[config.mk]
export PLATFORM = sky130hd
export DESIGN_NAME = dss_top
export DESIGN_NICKNAME = d
export VERILOG_FILES = /design/src/logic/dss_switch.v /design/src/logic/dss_top.v
export VERILOG_INCLUDE_DIRS = /design/src /design/src/logic
export SDC_FILE = /design/constraint.sdc
export NUM_CORES = 1
export LEC_CHECK = 0
export BUFFER_PORTS_ARGS = -buffer_cell sky130_fd_sc_hd__buf_4
export CAP_MARGIN = 5
export CORE_UTILIZATION = 40
export DETAILED_ROUTE_END_ITERATION = 10
export HOLD_SLACK_MARGIN = 0.08
export PLACE_DENSITY = 0.72
export SETUP_SLACK_MARGIN = 0.02
export SLEW_MARGIN = 0
export SYNTH_ARGS = -nofsm -noshare
export SYNTH_HDL_FRONTEND = slang
export SYNTH_SLANG_ARGS = --single-unit
[constraint.sdc]
create_clock -name clk -period 2.5 [get_ports clk]
set_input_delay 0.375 -clock clk [delete_from_list [all_inputs] [get_ports clk]]
set_output_delay 0.375 -clock clk [all_outputs]
set_load 0.01 [all_outputs]
[src/logic/dss_defines.vh]
// Register map, field positions, reset values and pattern codes for the data switch
`ifndef DSS_DEFINES_VH
`define DSS_DEFINES_VH

`define DSS_ADDR_TX_CTRL_A 16'h0017
`define DSS_ADDR_TX_CTRL_B 16'h0018
`define DSS_ADDR_RX_CTRL_A 16'h0019
`define DSS_ADDR_RX_CTRL_B 16'h001a
`define DSS_ADDR_STATUS 16'h001b

`define DSS_RST_TX_CTRL_A 16'h2000
`define DSS_RST_TX_CTRL_B 16'h0c20
`define DSS_RST_RX_CTRL_A 16'h2500
`define DSS_RST_RX_CTRL_B 16'h4c20

// Control register A fields
`define DSS_PIN_EN_BIT 12
`define DSS_PIN_HI_MSB 11
`define DSS_PIN_HI_LSB 10
`define DSS_PIN_LO_MSB 9
`define DSS_PIN_LO_LSB 8
`define DSS_OFF_SEL_BIT 7
`define DSS_ON_SEL_BIT 6
`define DSS_STUFF_SEL_BIT 5
// Control register B fields
`define DSS_SRC_MSB 15
`define DSS_SRC_LSB 14
`define DSS_MODE_MSB 13
`define DSS_MODE_LSB 12
`define DSS_MASK_MSB 7
`define DSS_MASK_LSB 0

// Source codes and one-hot source status
`define DSS_SRC_LOW 2'b00
`define DSS_SRC_HIGH 2'b01
`define DSS_ONEHOT_LOW 4'b0001
`define DSS_ONEHOT_HIGH 4'b0010

// Channel operating modes
`define DSS_CHAN_KR 2'b01
`define DSS_CHAN_KX 2'b10

// Word patterns: 4 lanes, ctrl bit per lane
`define DSS_KR_IDLE_DATA 32'h07070707
`define DSS_KR_IDLE_CTRL 4'hf
`define DSS_KR_LF_DATA 32'h0100009c
`define DSS_KR_LF_CTRL 4'h1
`define DSS_KX_COMMA 8'hbc
`define DSS_KX_I1_D 8'hc5
`define DSS_KX_I2_D 8'h50
`define DSS_KX_ERR 8'hfe

`endif

[src/logic/dss_switch.v]
// One direction of the data switch: trigger detect, stuff masking, source change
`timescale 1ns/1ps
`include "dss_defines.vh"

module dss_switch #(
    parameter RESET_HIGH = 1'b0
) (
    input wire clk,
    input wire rst,
    input wire [31:0] low_speed_data,
    input wire [3:0] low_speed_ctrl,
    input wire [31:0] high_speed_data,
    input wire [3:0] high_speed_ctrl,
    input wire [1:0] chan_mode,
    input wire want_high,
    input wire want_valid,
    input wire [1:0] trigger_mode,
    input wire off_sel,
    input wire on_sel,
    input wire stuff_sel,
    input wire [7:0] mask_length,
    input wire [7:0] off_char,
    input wire [7:0] on_char,
    output reg [31:0] out_data_ff,
    output reg [3:0] out_ctrl_ff,
    output reg [3:0] src_onehot_ff,
    output reg pending_ff,
    output reg done_ff,
    output reg on_flag_ff,
    output reg off_flag_ff
);
    localparam ST_IDLE = 4'b0001;
    localparam ST_WOFF = 4'b0010;
    localparam ST_MASK = 4'b0100;
    localparam ST_WON = 4'b1000;

    reg [3:0] state_ff;
    reg [3:0] nxt_state;
    reg cur_high_ff;
    reg [7:0] cnt_ff;
    reg [7:0] nxt_cnt;
    wire pattern_mode;
    wire off_any;
    wire on_any;
    wire [31:0] old_data;
    wire [3:0] old_ctrl;
    wire [31:0] new_data;
    wire [3:0] new_ctrl;
    wire off_hit;
    wire on_hit;
    reg [31:0] stuff_data;
    reg [3:0] stuff_ctrl;

    // Pattern selections only apply in KR or KX
    assign pattern_mode = (chan_mode == `DSS_CHAN_KR) || (chan_mode == `DSS_CHAN_KX);
    assign off_any = trigger_mode[0] ^ trigger_mode[1];
    assign on_any = trigger_mode[1];
    assign old_data = cur_high_ff ? high_speed_data : low_speed_data;
    assign old_ctrl = cur_high_ff ? high_speed_ctrl : low_speed_ctrl;
    assign new_data = cur_high_ff ? low_speed_data : high_speed_data;
    assign new_ctrl = cur_high_ff ? low_speed_ctrl : high_speed_ctrl;

    function match;
        input [31:0] d;
        input [3:0] c;
        input sel;
        input [7:0] ch;
        input kx;
        begin
            if (!kx) begin
                if (sel)
                    match = (d == `DSS_KR_LF_DATA) && (c == `DSS_KR_LF_CTRL);
                else
                    match = (d == `DSS_KR_IDLE_DATA) && (c == `DSS_KR_IDLE_CTRL);
            end else begin
                if (sel)
                    match = (d[7:0] == ch);
                else
                    match = (d[7:0] == `DSS_KX_COMMA) && (c[1:0] == 2'b01) &&
                        ((d[15:8] == `DSS_KX_I1_D) || (d[15:8] == `DSS_KX_I2_D));
            end
        end
    endfunction

    // Outside KR/KX the trigger patterns are meaningless, so any data passes
    assign off_hit = off_any || !pattern_mode ||
        match(old_data, old_ctrl, off_sel, off_char, chan_mode == `DSS_CHAN_KX);
    assign on_hit = on_any || !pattern_mode ||
        match(new_data, new_ctrl, on_sel, on_char, chan_mode == `DSS_CHAN_KX);

    // Stuff pattern choice
    always @* begin
        if (chan_mode == `DSS_CHAN_KX) begin
            stuff_data = stuff_sel ? {24'h000000, `DSS_KX_ERR} :
                {16'h0000, `DSS_KX_I2_D, `DSS_KX_COMMA};
            stuff_ctrl = stuff_sel ? 4'h1 : 4'h1;
        end else begin
            stuff_data = (stuff_sel && pattern_mode) ? `DSS_KR_LF_DATA : `DSS_KR_IDLE_DATA;
            stuff_ctrl = (stuff_sel && pattern_mode) ? `DSS_KR_LF_CTRL : `DSS_KR_IDLE_CTRL;
        end
    end

    always @* begin
        nxt_state = state_ff;
        nxt_cnt = cnt_ff;
        case (state_ff)
            ST_IDLE: begin
                if (want_valid && (want_high != cur_high_ff))
                    nxt_state = ST_WOFF;
            end
            ST_WOFF: begin
                if (off_hit) begin
                    nxt_cnt = mask_length;
                    nxt_state = (mask_length == 8'h00) ? ST_WON : ST_MASK;
                end
            end
            ST_MASK: begin
                nxt_cnt = cnt_ff - 8'h01;
                if (cnt_ff == 8'h01)
                    nxt_state = ST_WON;
            end
            ST_WON: begin
                if (on_hit)
                    nxt_state = ST_IDLE;
            end
            default: nxt_state = ST_IDLE;
        endcase
    end

    always @(posedge clk) begin
        if (rst) begin
            state_ff <= ST_IDLE;
            cnt_ff <= 8'h00;
            cur_high_ff <= RESET_HIGH;
            out_data_ff <= 32'h00000000;
            out_ctrl_ff <= 4'h0;
            src_onehot_ff <= RESET_HIGH ? `DSS_ONEHOT_HIGH : `DSS_ONEHOT_LOW;
            pending_ff <= 1'b0;
            done_ff <= 1'b0;
            on_flag_ff <= 1'b0;
            off_flag_ff <= 1'b0;
        end else begin
            state_ff <= nxt_state;
            cnt_ff <= nxt_cnt;
            if (state_ff == ST_IDLE && nxt_state == ST_WOFF) begin
                pending_ff <= 1'b1;
                done_ff <= 1'b0;
                on_flag_ff <= 1'b0;
                off_flag_ff <= 1'b0;
            end
            if (state_ff == ST_WOFF && off_hit)
                off_flag_ff <= 1'b1;
            if (state_ff == ST_WON && on_hit) begin
                cur_high_ff <= ~cur_high_ff;
                src_onehot_ff <= cur_high_ff ? `DSS_ONEHOT_LOW : `DSS_ONEHOT_HIGH;
                on_flag_ff <= 1'b1;
                pending_ff <= 1'b0;
                done_ff <= 1'b1;
            end
            // Stuff from the OFF hit until ON; the word that meets ON passes
            if (state_ff == ST_MASK || (state_ff == ST_WON && !on_hit) ||
                (state_ff == ST_WOFF && off_hit)) begin
                out_data_ff <= stuff_data;
                out_ctrl_ff <= stuff_ctrl;
            end else if (state_ff == ST_WON) begin
                out_data_ff <= new_data;
                out_ctrl_ff <= new_ctrl;
            end else begin
                out_data_ff <= old_data;
                out_ctrl_ff <= old_ctrl;
            end
        end
    end
endmodule

[src/logic/dss_top.v]
// Data switch source control: registers, pin selection and both switch directions
`timescale 1ns/1ps
`include "dss_defines.vh"

// Overview of operation
// - Pin switch off: transmit source from software field, 00 low, 01 high.
// - Receive source from software field; 00 low, 01 high, resets high.
// - OFF: modes 00/11 wait for OFF pattern, 01/10 accept any data.
// - ON: modes 00/01 wait for ON pattern, 10/11 accept any data.
// - Output carries stuff pattern for programmed cycle count plus one, default 32.
// - Receive pin enable hands source choice to port address pin.
// - Receive pin mode: pin-high and pin-low source fields, both default high.
// - OFF select picks local fault or idle, or character match in KX.
// - ON select picks local fault or idle, or character match in KX.
// - Stuff select picks local fault/idle, or K30.7 versus /I2/ in KX.
// - Pattern selections only count in KR or KX modes.
// - Transmit pin enable likewise, pin fields default to low input.
// - Status shows pending, done, ON, OFF and one-hot source per direction.
module dss_top (
    input wire clk,
    input wire rst,
    input wire [15:0] reg_addr,
    input wire reg_wr,
    input wire [15:0] reg_wdata,
    input wire reg_rd,
    output reg [15:0] reg_rdata_ff,
    output reg reg_rvalid_ff,
    input wire [1:0] chan_mode,
    input wire port_address_bit0_pin,
    input wire port_pin_function_enable,
    input wire port_pin_function_target,
    input wire [7:0] tx_off_char,
    input wire [7:0] tx_on_char,
    input wire [7:0] rx_off_char,
    input wire [7:0] rx_on_char,
    input wire [31:0] tx_low_speed_data,
    input wire [3:0] tx_low_speed_ctrl,
    input wire [31:0] tx_high_speed_data,
    input wire [3:0] tx_high_speed_ctrl,
    output wire [31:0] tx_out_data,
    output wire [3:0] tx_out_ctrl,
    input wire [31:0] rx_low_speed_data,
    input wire [3:0] rx_low_speed_ctrl,
    input wire [31:0] rx_high_speed_data,
    input wire [3:0] rx_high_speed_ctrl,
    output wire [31:0] rx_out_data,
    output wire [3:0] rx_out_ctrl
);
    reg [15:0] tx_ctrl_a_ff;
    reg [15:0] tx_ctrl_b_ff;
    reg [15:0] rx_ctrl_a_ff;
    reg [15:0] rx_ctrl_b_ff;
    reg pin_meta_ff;
    reg pin_sync_ff;
    wire [15:0] status_word;
    wire [1:0] tx_switch_source_select;
    wire [1:0] rx_switch_source_select;
    wire tx_pin_switch_enable;
    wire rx_pin_switch_enable;
    wire [1:0] tx_pin_high_source;
    wire [1:0] tx_pin_low_source;
    wire [1:0] rx_pin_high_source;
    wire [1:0] rx_pin_low_source;
    wire tx_pin_owned;
    wire rx_pin_owned;
    reg [1:0] tx_code;
    reg [1:0] rx_code;
    wire tx_want_valid;
    wire rx_want_valid;
    wire [3:0] tx_onehot;
    wire [3:0] rx_onehot;
    wire tx_pend;
    wire tx_done;
    wire tx_on;
    wire tx_off;
    wire rx_pend;
    wire rx_done;
    wire rx_on;
    wire rx_off;

    // Pin is asynchronous to clk
    always @(posedge clk) begin
        if (rst) begin
            pin_meta_ff <= 1'b0;
            pin_sync_ff <= 1'b0;
        end else begin
            pin_meta_ff <= port_address_bit0_pin;
            pin_sync_ff <= pin_meta_ff;
        end
    end

    // Register writes; reserved bits are stored as written
    always @(posedge clk) begin
        if (rst) begin
            tx_ctrl_a_ff <= `DSS_RST_TX_CTRL_A;
            tx_ctrl_b_ff <= `DSS_RST_TX_CTRL_B;
            rx_ctrl_a_ff <= `DSS_RST_RX_CTRL_A;
            rx_ctrl_b_ff <= `DSS_RST_RX_CTRL_B;
        end else if (reg_wr) begin
            case (reg_addr)
                `DSS_ADDR_TX_CTRL_A: tx_ctrl_a_ff <= reg_wdata;
                `DSS_ADDR_TX_CTRL_B: tx_ctrl_b_ff <= reg_wdata;
                `DSS_ADDR_RX_CTRL_A: rx_ctrl_a_ff <= reg_wdata;
                `DSS_ADDR_RX_CTRL_B: rx_ctrl_b_ff <= reg_wdata;
                default: ;
            endcase
        end
    end

    assign tx_switch_source_select = tx_ctrl_b_ff[`DSS_SRC_MSB:`DSS_SRC_LSB];
    assign rx_switch_source_select = rx_ctrl_b_ff[`DSS_SRC_MSB:`DSS_SRC_LSB];
    assign tx_pin_switch_enable = tx_ctrl_a_ff[`DSS_PIN_EN_BIT];
    assign rx_pin_switch_enable = rx_ctrl_a_ff[`DSS_PIN_EN_BIT];
    assign tx_pin_high_source = tx_ctrl_a_ff[`DSS_PIN_HI_MSB:`DSS_PIN_HI_LSB];
    assign tx_pin_low_source = tx_ctrl_a_ff[`DSS_PIN_LO_MSB:`DSS_PIN_LO_LSB];
    assign rx_pin_high_source = rx_ctrl_a_ff[`DSS_PIN_HI_MSB:`DSS_PIN_HI_LSB];
    assign rx_pin_low_source = rx_ctrl_a_ff[`DSS_PIN_LO_MSB:`DSS_PIN_LO_LSB];

    // Pin reads high only when its function is aimed at this direction
    assign tx_pin_owned = port_pin_function_enable && !port_pin_function_target;
    assign rx_pin_owned = port_pin_function_enable && port_pin_function_target;

    always @* begin
        if (tx_pin_switch_enable)
            tx_code = (pin_sync_ff && tx_pin_owned) ? tx_pin_high_source
                : tx_pin_low_source;
        else
            tx_code = tx_switch_source_select;
        if (rx_pin_switch_enable)
            rx_code = (pin_sync_ff && rx_pin_owned) ? rx_pin_high_source
                : rx_pin_low_source;
        else
            rx_code = rx_switch_source_select;
    end

    // Reserved codes request nothing; the switch holds its source
    assign tx_want_valid = (tx_code == `DSS_SRC_LOW) || (tx_code == `DSS_SRC_HIGH);
    assign rx_want_valid = (rx_code == `DSS_SRC_LOW) || (rx_code == `DSS_SRC_HIGH);

    dss_switch #(
        .RESET_HIGH(1'b0)
    ) u_tx_switch (
        .clk(clk),
        .rst(rst),
        .low_speed_data(tx_low_speed_data),
        .low_speed_ctrl(tx_low_speed_ctrl),
        .high_speed_data(tx_high_speed_data),
        .high_speed_ctrl(tx_high_speed_ctrl),
        .chan_mode(chan_mode),
        .want_high(tx_code[0]),
        .want_valid(tx_want_valid),
        .trigger_mode(tx_ctrl_b_ff[`DSS_MODE_MSB:`DSS_MODE_LSB]),
        .off_sel(tx_ctrl_a_ff[`DSS_OFF_SEL_BIT]),
        .on_sel(tx_ctrl_a_ff[`DSS_ON_SEL_BIT]),
        .stuff_sel(tx_ctrl_a_ff[`DSS_STUFF_SEL_BIT]),
        .mask_length(tx_ctrl_b_ff[`DSS_MASK_MSB:`DSS_MASK_LSB]),
        .off_char(tx_off_char),
        .on_char(tx_on_char),
        .out_data_ff(tx_out_data),
        .out_ctrl_ff(tx_out_ctrl),
        .src_onehot_ff(tx_onehot),
        .pending_ff(tx_pend),
        .done_ff(tx_done),
        .on_flag_ff(tx_on),
        .off_flag_ff(tx_off)
    );

    dss_switch #(
        .RESET_HIGH(1'b1)
    ) u_rx_switch (
        .clk(clk),
        .rst(rst),
        .low_speed_data(rx_low_speed_data),
        .low_speed_ctrl(rx_low_speed_ctrl),
        .high_speed_data(rx_high_speed_data),
        .high_speed_ctrl(rx_high_speed_ctrl),
        .chan_mode(chan_mode),
        .want_high(rx_code[0]),
        .want_valid(rx_want_valid),
        .trigger_mode(rx_ctrl_b_ff[`DSS_MODE_MSB:`DSS_MODE_LSB]),
        .off_sel(rx_ctrl_a_ff[`DSS_OFF_SEL_BIT]),
        .on_sel(rx_ctrl_a_ff[`DSS_ON_SEL_BIT]),
        .stuff_sel(rx_ctrl_a_ff[`DSS_STUFF_SEL_BIT]),
        .mask_length(rx_ctrl_b_ff[`DSS_MASK_MSB:`DSS_MASK_LSB]),
        .off_char(rx_off_char),
        .on_char(rx_on_char),
        .out_data_ff(rx_out_data),
        .out_ctrl_ff(rx_out_ctrl),
        .src_onehot_ff(rx_onehot),
        .pending_ff(rx_pend),
        .done_ff(rx_done),
        .on_flag_ff(rx_on),
        .off_flag_ff(rx_off)
    );

    assign status_word = {tx_onehot, tx_pend, tx_done, tx_on, tx_off,
        rx_onehot, rx_pend, rx_done, rx_on, rx_off};

    // Read answer one cycle after the strobe; unmapped reads return zero
    always @(posedge clk) begin
        if (rst) begin
            reg_rdata_ff <= 16'h0000;
            reg_rvalid_ff <= 1'b0;
        end else begin
            reg_rvalid_ff <= reg_rd;
            if (reg_rd) begin
                case (reg_addr)
                    `DSS_ADDR_TX_CTRL_A: reg_rdata_ff <= tx_ctrl_a_ff;
                    `DSS_ADDR_TX_CTRL_B: reg_rdata_ff <= tx_ctrl_b_ff;
                    `DSS_ADDR_RX_CTRL_A: reg_rdata_ff <= rx_ctrl_a_ff;
                    `DSS_ADDR_RX_CTRL_B: reg_rdata_ff <= rx_ctrl_b_ff;
                    `DSS_ADDR_STATUS: reg_rdata_ff <= status_word;
                    default: reg_rdata_ff <= 16'h0000;
                endcase
            end
        end
    end
endmodule
==> impl_metrics.ini <==
[routing]
first_pass_iters = 8
drc = 0
first_iter_violations = 1146
drtAntennaViolNets = 0
via_per_inst = 5.852
wl_met2_mm = 19.57
vias = 11790
routed_wl_mm = 41.49
wl_met1_mm = 16.83
dr_wl_met3_mm = 3.453
wl_per_cell_um = 20.59
top_layer_used = met4

[die]
io-pin-count = 306
core_um2 = 25250
die_w_um = 162.9
die_h_um = 162.9
rows = 58
initial_core_util_pct = 41.01
dieArea_um2 = 26540

[clocking]
hold_buffers = 0
clock-root-buffer = clkbuf_16
cts_tree = built
path_clk_slew_ps = 80
worstSkewPairLatency_ps = 440
clock_sinks = 189
cts.htree.levels = 4
cts_buffers = 17
clockBufferDepth = 2

[critical_path]
path_buf_inv = 2
slowest_delay_ps = 440
crit_family = simple AND/OR/NAND/NOR gates
rrSetupSlack_ps = -190
cp-end-kind = flip-flop
endpoint = u_tx_switch.cnt_ff[1]
r2r_end = u_tx_switch.cnt_ff[1]
worstReg2RegStart = u_tx_switch.cur_high_ff
required_ps = 2820
worstRegToRegCells = 10
arrival_ps = 3020
crit_cells = 10
crit_chain = or3b_4 -> or4_4 -> a221o_1 -> o211ai_1 -> a22oi_2 -> buf_4 -> nor2_4 -> buf_6 -> mux2i_1 -> a21oi_1
path_class = reg -> reg
cp-startpoint = u_tx_switch.cur_high_ff
crit_slowest_cell = or4_4
cp_max_fo = 5
start_kind = flip-flop

[finish]
nFillCells = 2204
mostFrequentLayoutCells = buf_4, nand2_1, dfxtp_1, mux2i_1, a21oi_1
area_growth_pct = 49.19
diodes = 0
fin_cells = 2015
layout_commonest_cell = buf_4
drive_above_1_share_pct = 37.33
nNetsFinal = 1894

[min_path]
hold_path_class = in -> reg

[timing]
skew_ps = 15.15
timing.final.ws_setup_ps = -193.5
setup_violations = 82
period_minus_slack_ps = 2694
slew_headroom_pct = 21.56
period_share_pct = 107.7
rsz0062_at_grt = true
final_max_slew_viol_count = 0
max_freq_mhz = 371.3
worst_slew_pin_slew_ps = 1177
hold_violations = 0

[placement]
gp_congestion = 0.9943
io_buffers = 305
numPlacedInstances = 1970
hpwlAfterDp_mm = 31.44
place_ws_ps = -427.9

[logic_synthesis]
synth_cell_type_count = 75
synth_warnings = 0
ys_seq_area_share_pct = 36.53
synth_seq_cells = 189
synthesis.nets = 1466
synthCells = 1244
synth_edf_count = 0
ys.flop_type = dfxtp_1
async_flop_share_pct = 0
syn_avg_cell_area_um2 = 8.326
synthesis.area_um2 = 10360

[outcome]
violations = negative setup slack
outcome = complete, but fails checks

[power_and_ir_drop]
irDropWorstVdd_mv = 0.4355
leakagePower_uw = 0.006523
powerDensity_nw_per_um2 = 459.6

[global_routing]
grt_pass1_wl_mm = 62.42
grt_max_degree = 70
grt_pass1_vias = 11370
antenna_found_initial = 0
grt_overflow = 0
grt_use_total_pct = 30.37

[flow_run]
maxCapViolations = 0
area by class of cell:
| cell class | instances | area, µm² | share of cell area (%) |
|---|---|---|---|
| clock buffers | 17 | 425.4 | 2.753 |
| inverters | 18 | 68.82 | 0.4453 |
| well taps | 330 | 412.9 | 2.672 |
| repair buffers | 484 | 3931 | 25.44 |
| clock inverters | 15 | 210.2 | 1.360 |
| flip-flops and latches | 189 | 3791 | 24.53 |
| multi-input cells | 962 | 6613 | 42.79 |
kinds of logic after synthesis:
kind of cell / Yosys count / synth area share (%)
XOR/XNOR: 39 / 3.370
flip-flops: 189 / 36.53
buffers and inverters: 93 / 4.252
adder cells (fa/ha/maj): 5 / 0.6040
AND/OR/NAND/NOR: 533 / 26.20
multiplexers: 122 / 12.06
AO/OA/AOI/OAI: 263 / 16.98
registers in the layout (all words and copies together) (netlist names), 4 cells and up:
register                 flops
u_tx_switch.out_data_ff     32
tx_ctrl_b_ff                16
rx_ctrl_b_ff                16
u_tx_switch.state_ff         4
u_rx_switch.out_ctrl_ff      4
u_tx_switch.cnt_ff           8
reg_rdata_ff                16
u_rx_switch.out_data_ff     32
u_rx_switch.cnt_ff           8
u_rx_switch.state_ff         4
tx_ctrl_a_ff                16
u_tx_switch.out_ctrl_ff      4
rx_ctrl_a_ff                16
cell usage after synthesis, types with 7 or more instances:
library cell	instances	area share, %
o211ai_1	9	0.65
o21a_1	7	0.51
nand4_1	13	0.79
o21ai_0	16	0.77
a21oi_1	106	5.1
inv_1	16	0.58
nor3_1	52	2.5
and4b_1	8	0.77
nand2_1	202	7.3
a222oi_1	8	0.77
nor2b_1	7	0.42
o31ai_1	35	2.5
nor2_1	77	2.8
a221oi_1	12	1.0
nand3_1	44	2.1
buf_2	16	0.77
nand2b_1	11	0.66
nor4_1	36	2.2
nor4b_1	19	1.6
a22oi_1	12	0.87
xnor2_1	11	0.93
mux2i_1	109	11
nand3b_1	12	0.87
xor2_1	27	2.3
buf_4	7	0.51
nand4b_1	9	0.76
mux2_2	10	1.1
a31oi_1	7	0.42
dfxtp_1	189	37
clkbuf_1	46	1.7
routing by layer:
metal | global-route usage (%) | vias up
met2 | 50.50 | 651
met4 | 13.34 | 0
met1 | 38.29 | 5581
met5 | 0 | -
met3 | 5.348 | 102
li1 | - | 5458
worst reg2reg max path, cell delays in order (launching register included):
cell	delay [ps]
dfxtp_4	370
or3b_4	380
or4_4	440
a221o_1	360
o211ai_1	190
a22oi_2	130
buf_4	170
nor2_4	130
buf_6	150
mux2i_1	180
a21oi_1	70
power breakdown:
| group | leakage, µW | total (µW) | internal [µW] | switching (µW) |
|---|---|---|---|---|
| registers | 0.00155 | 3110 | 3080 | 34.0 |
| logic | 0.00467 | 1110 | 574 | 535 |
| clock network | 0.000307 | 2880 | 1470 | 1410 |
worst min-delay path by stage:
stage,endpoint,start,cells after the start
after floorplan,pin_sync_ff,pin_meta_ff,1
after global placement,tx_ctrl_a_ff[15],tx_ctrl_a_ff[15],2
after detailed placement,pin_sync_ff,pin_meta_ff,1
after CTS,pin_meta_ff,port_address_bit0_pin,2
after global routing,rx_ctrl_a_ff[8],reg_wdata[8],3
final,pin_meta_ff,port_address_bit0_pin,2
what timing repair did:
item | in CTS | in global routing
buffers inserted | 3 | 6
gates resized for setup | 58 | 35
pin swaps | 19 | 19
cloned | 2 | 4
endpoints found under the setup margin | 99 | 97
stage by stage:
step / utilization (%) / cell area, µm² / hold WS, ps / setup TNS, ps / power, µW
after floorplan: - / 10500 / 413.8 / -3495 / 3505
after global placement: 56.43 / 14250 / 441.7 / -26650 / 4235
after detailed placement: 56.43 / 14250 / 436.5 / -30410 / 4242
after CTS: 60.12 / 15180 / 160.9 / -11500 / 7097
after global routing: 61.19 / 15450 / 164.8 / -20990 / 7329
final: 61.19 / 15450 / 165.8 / -11560 / 7102
Note: power is estimated with default switching activity, not from simulation.
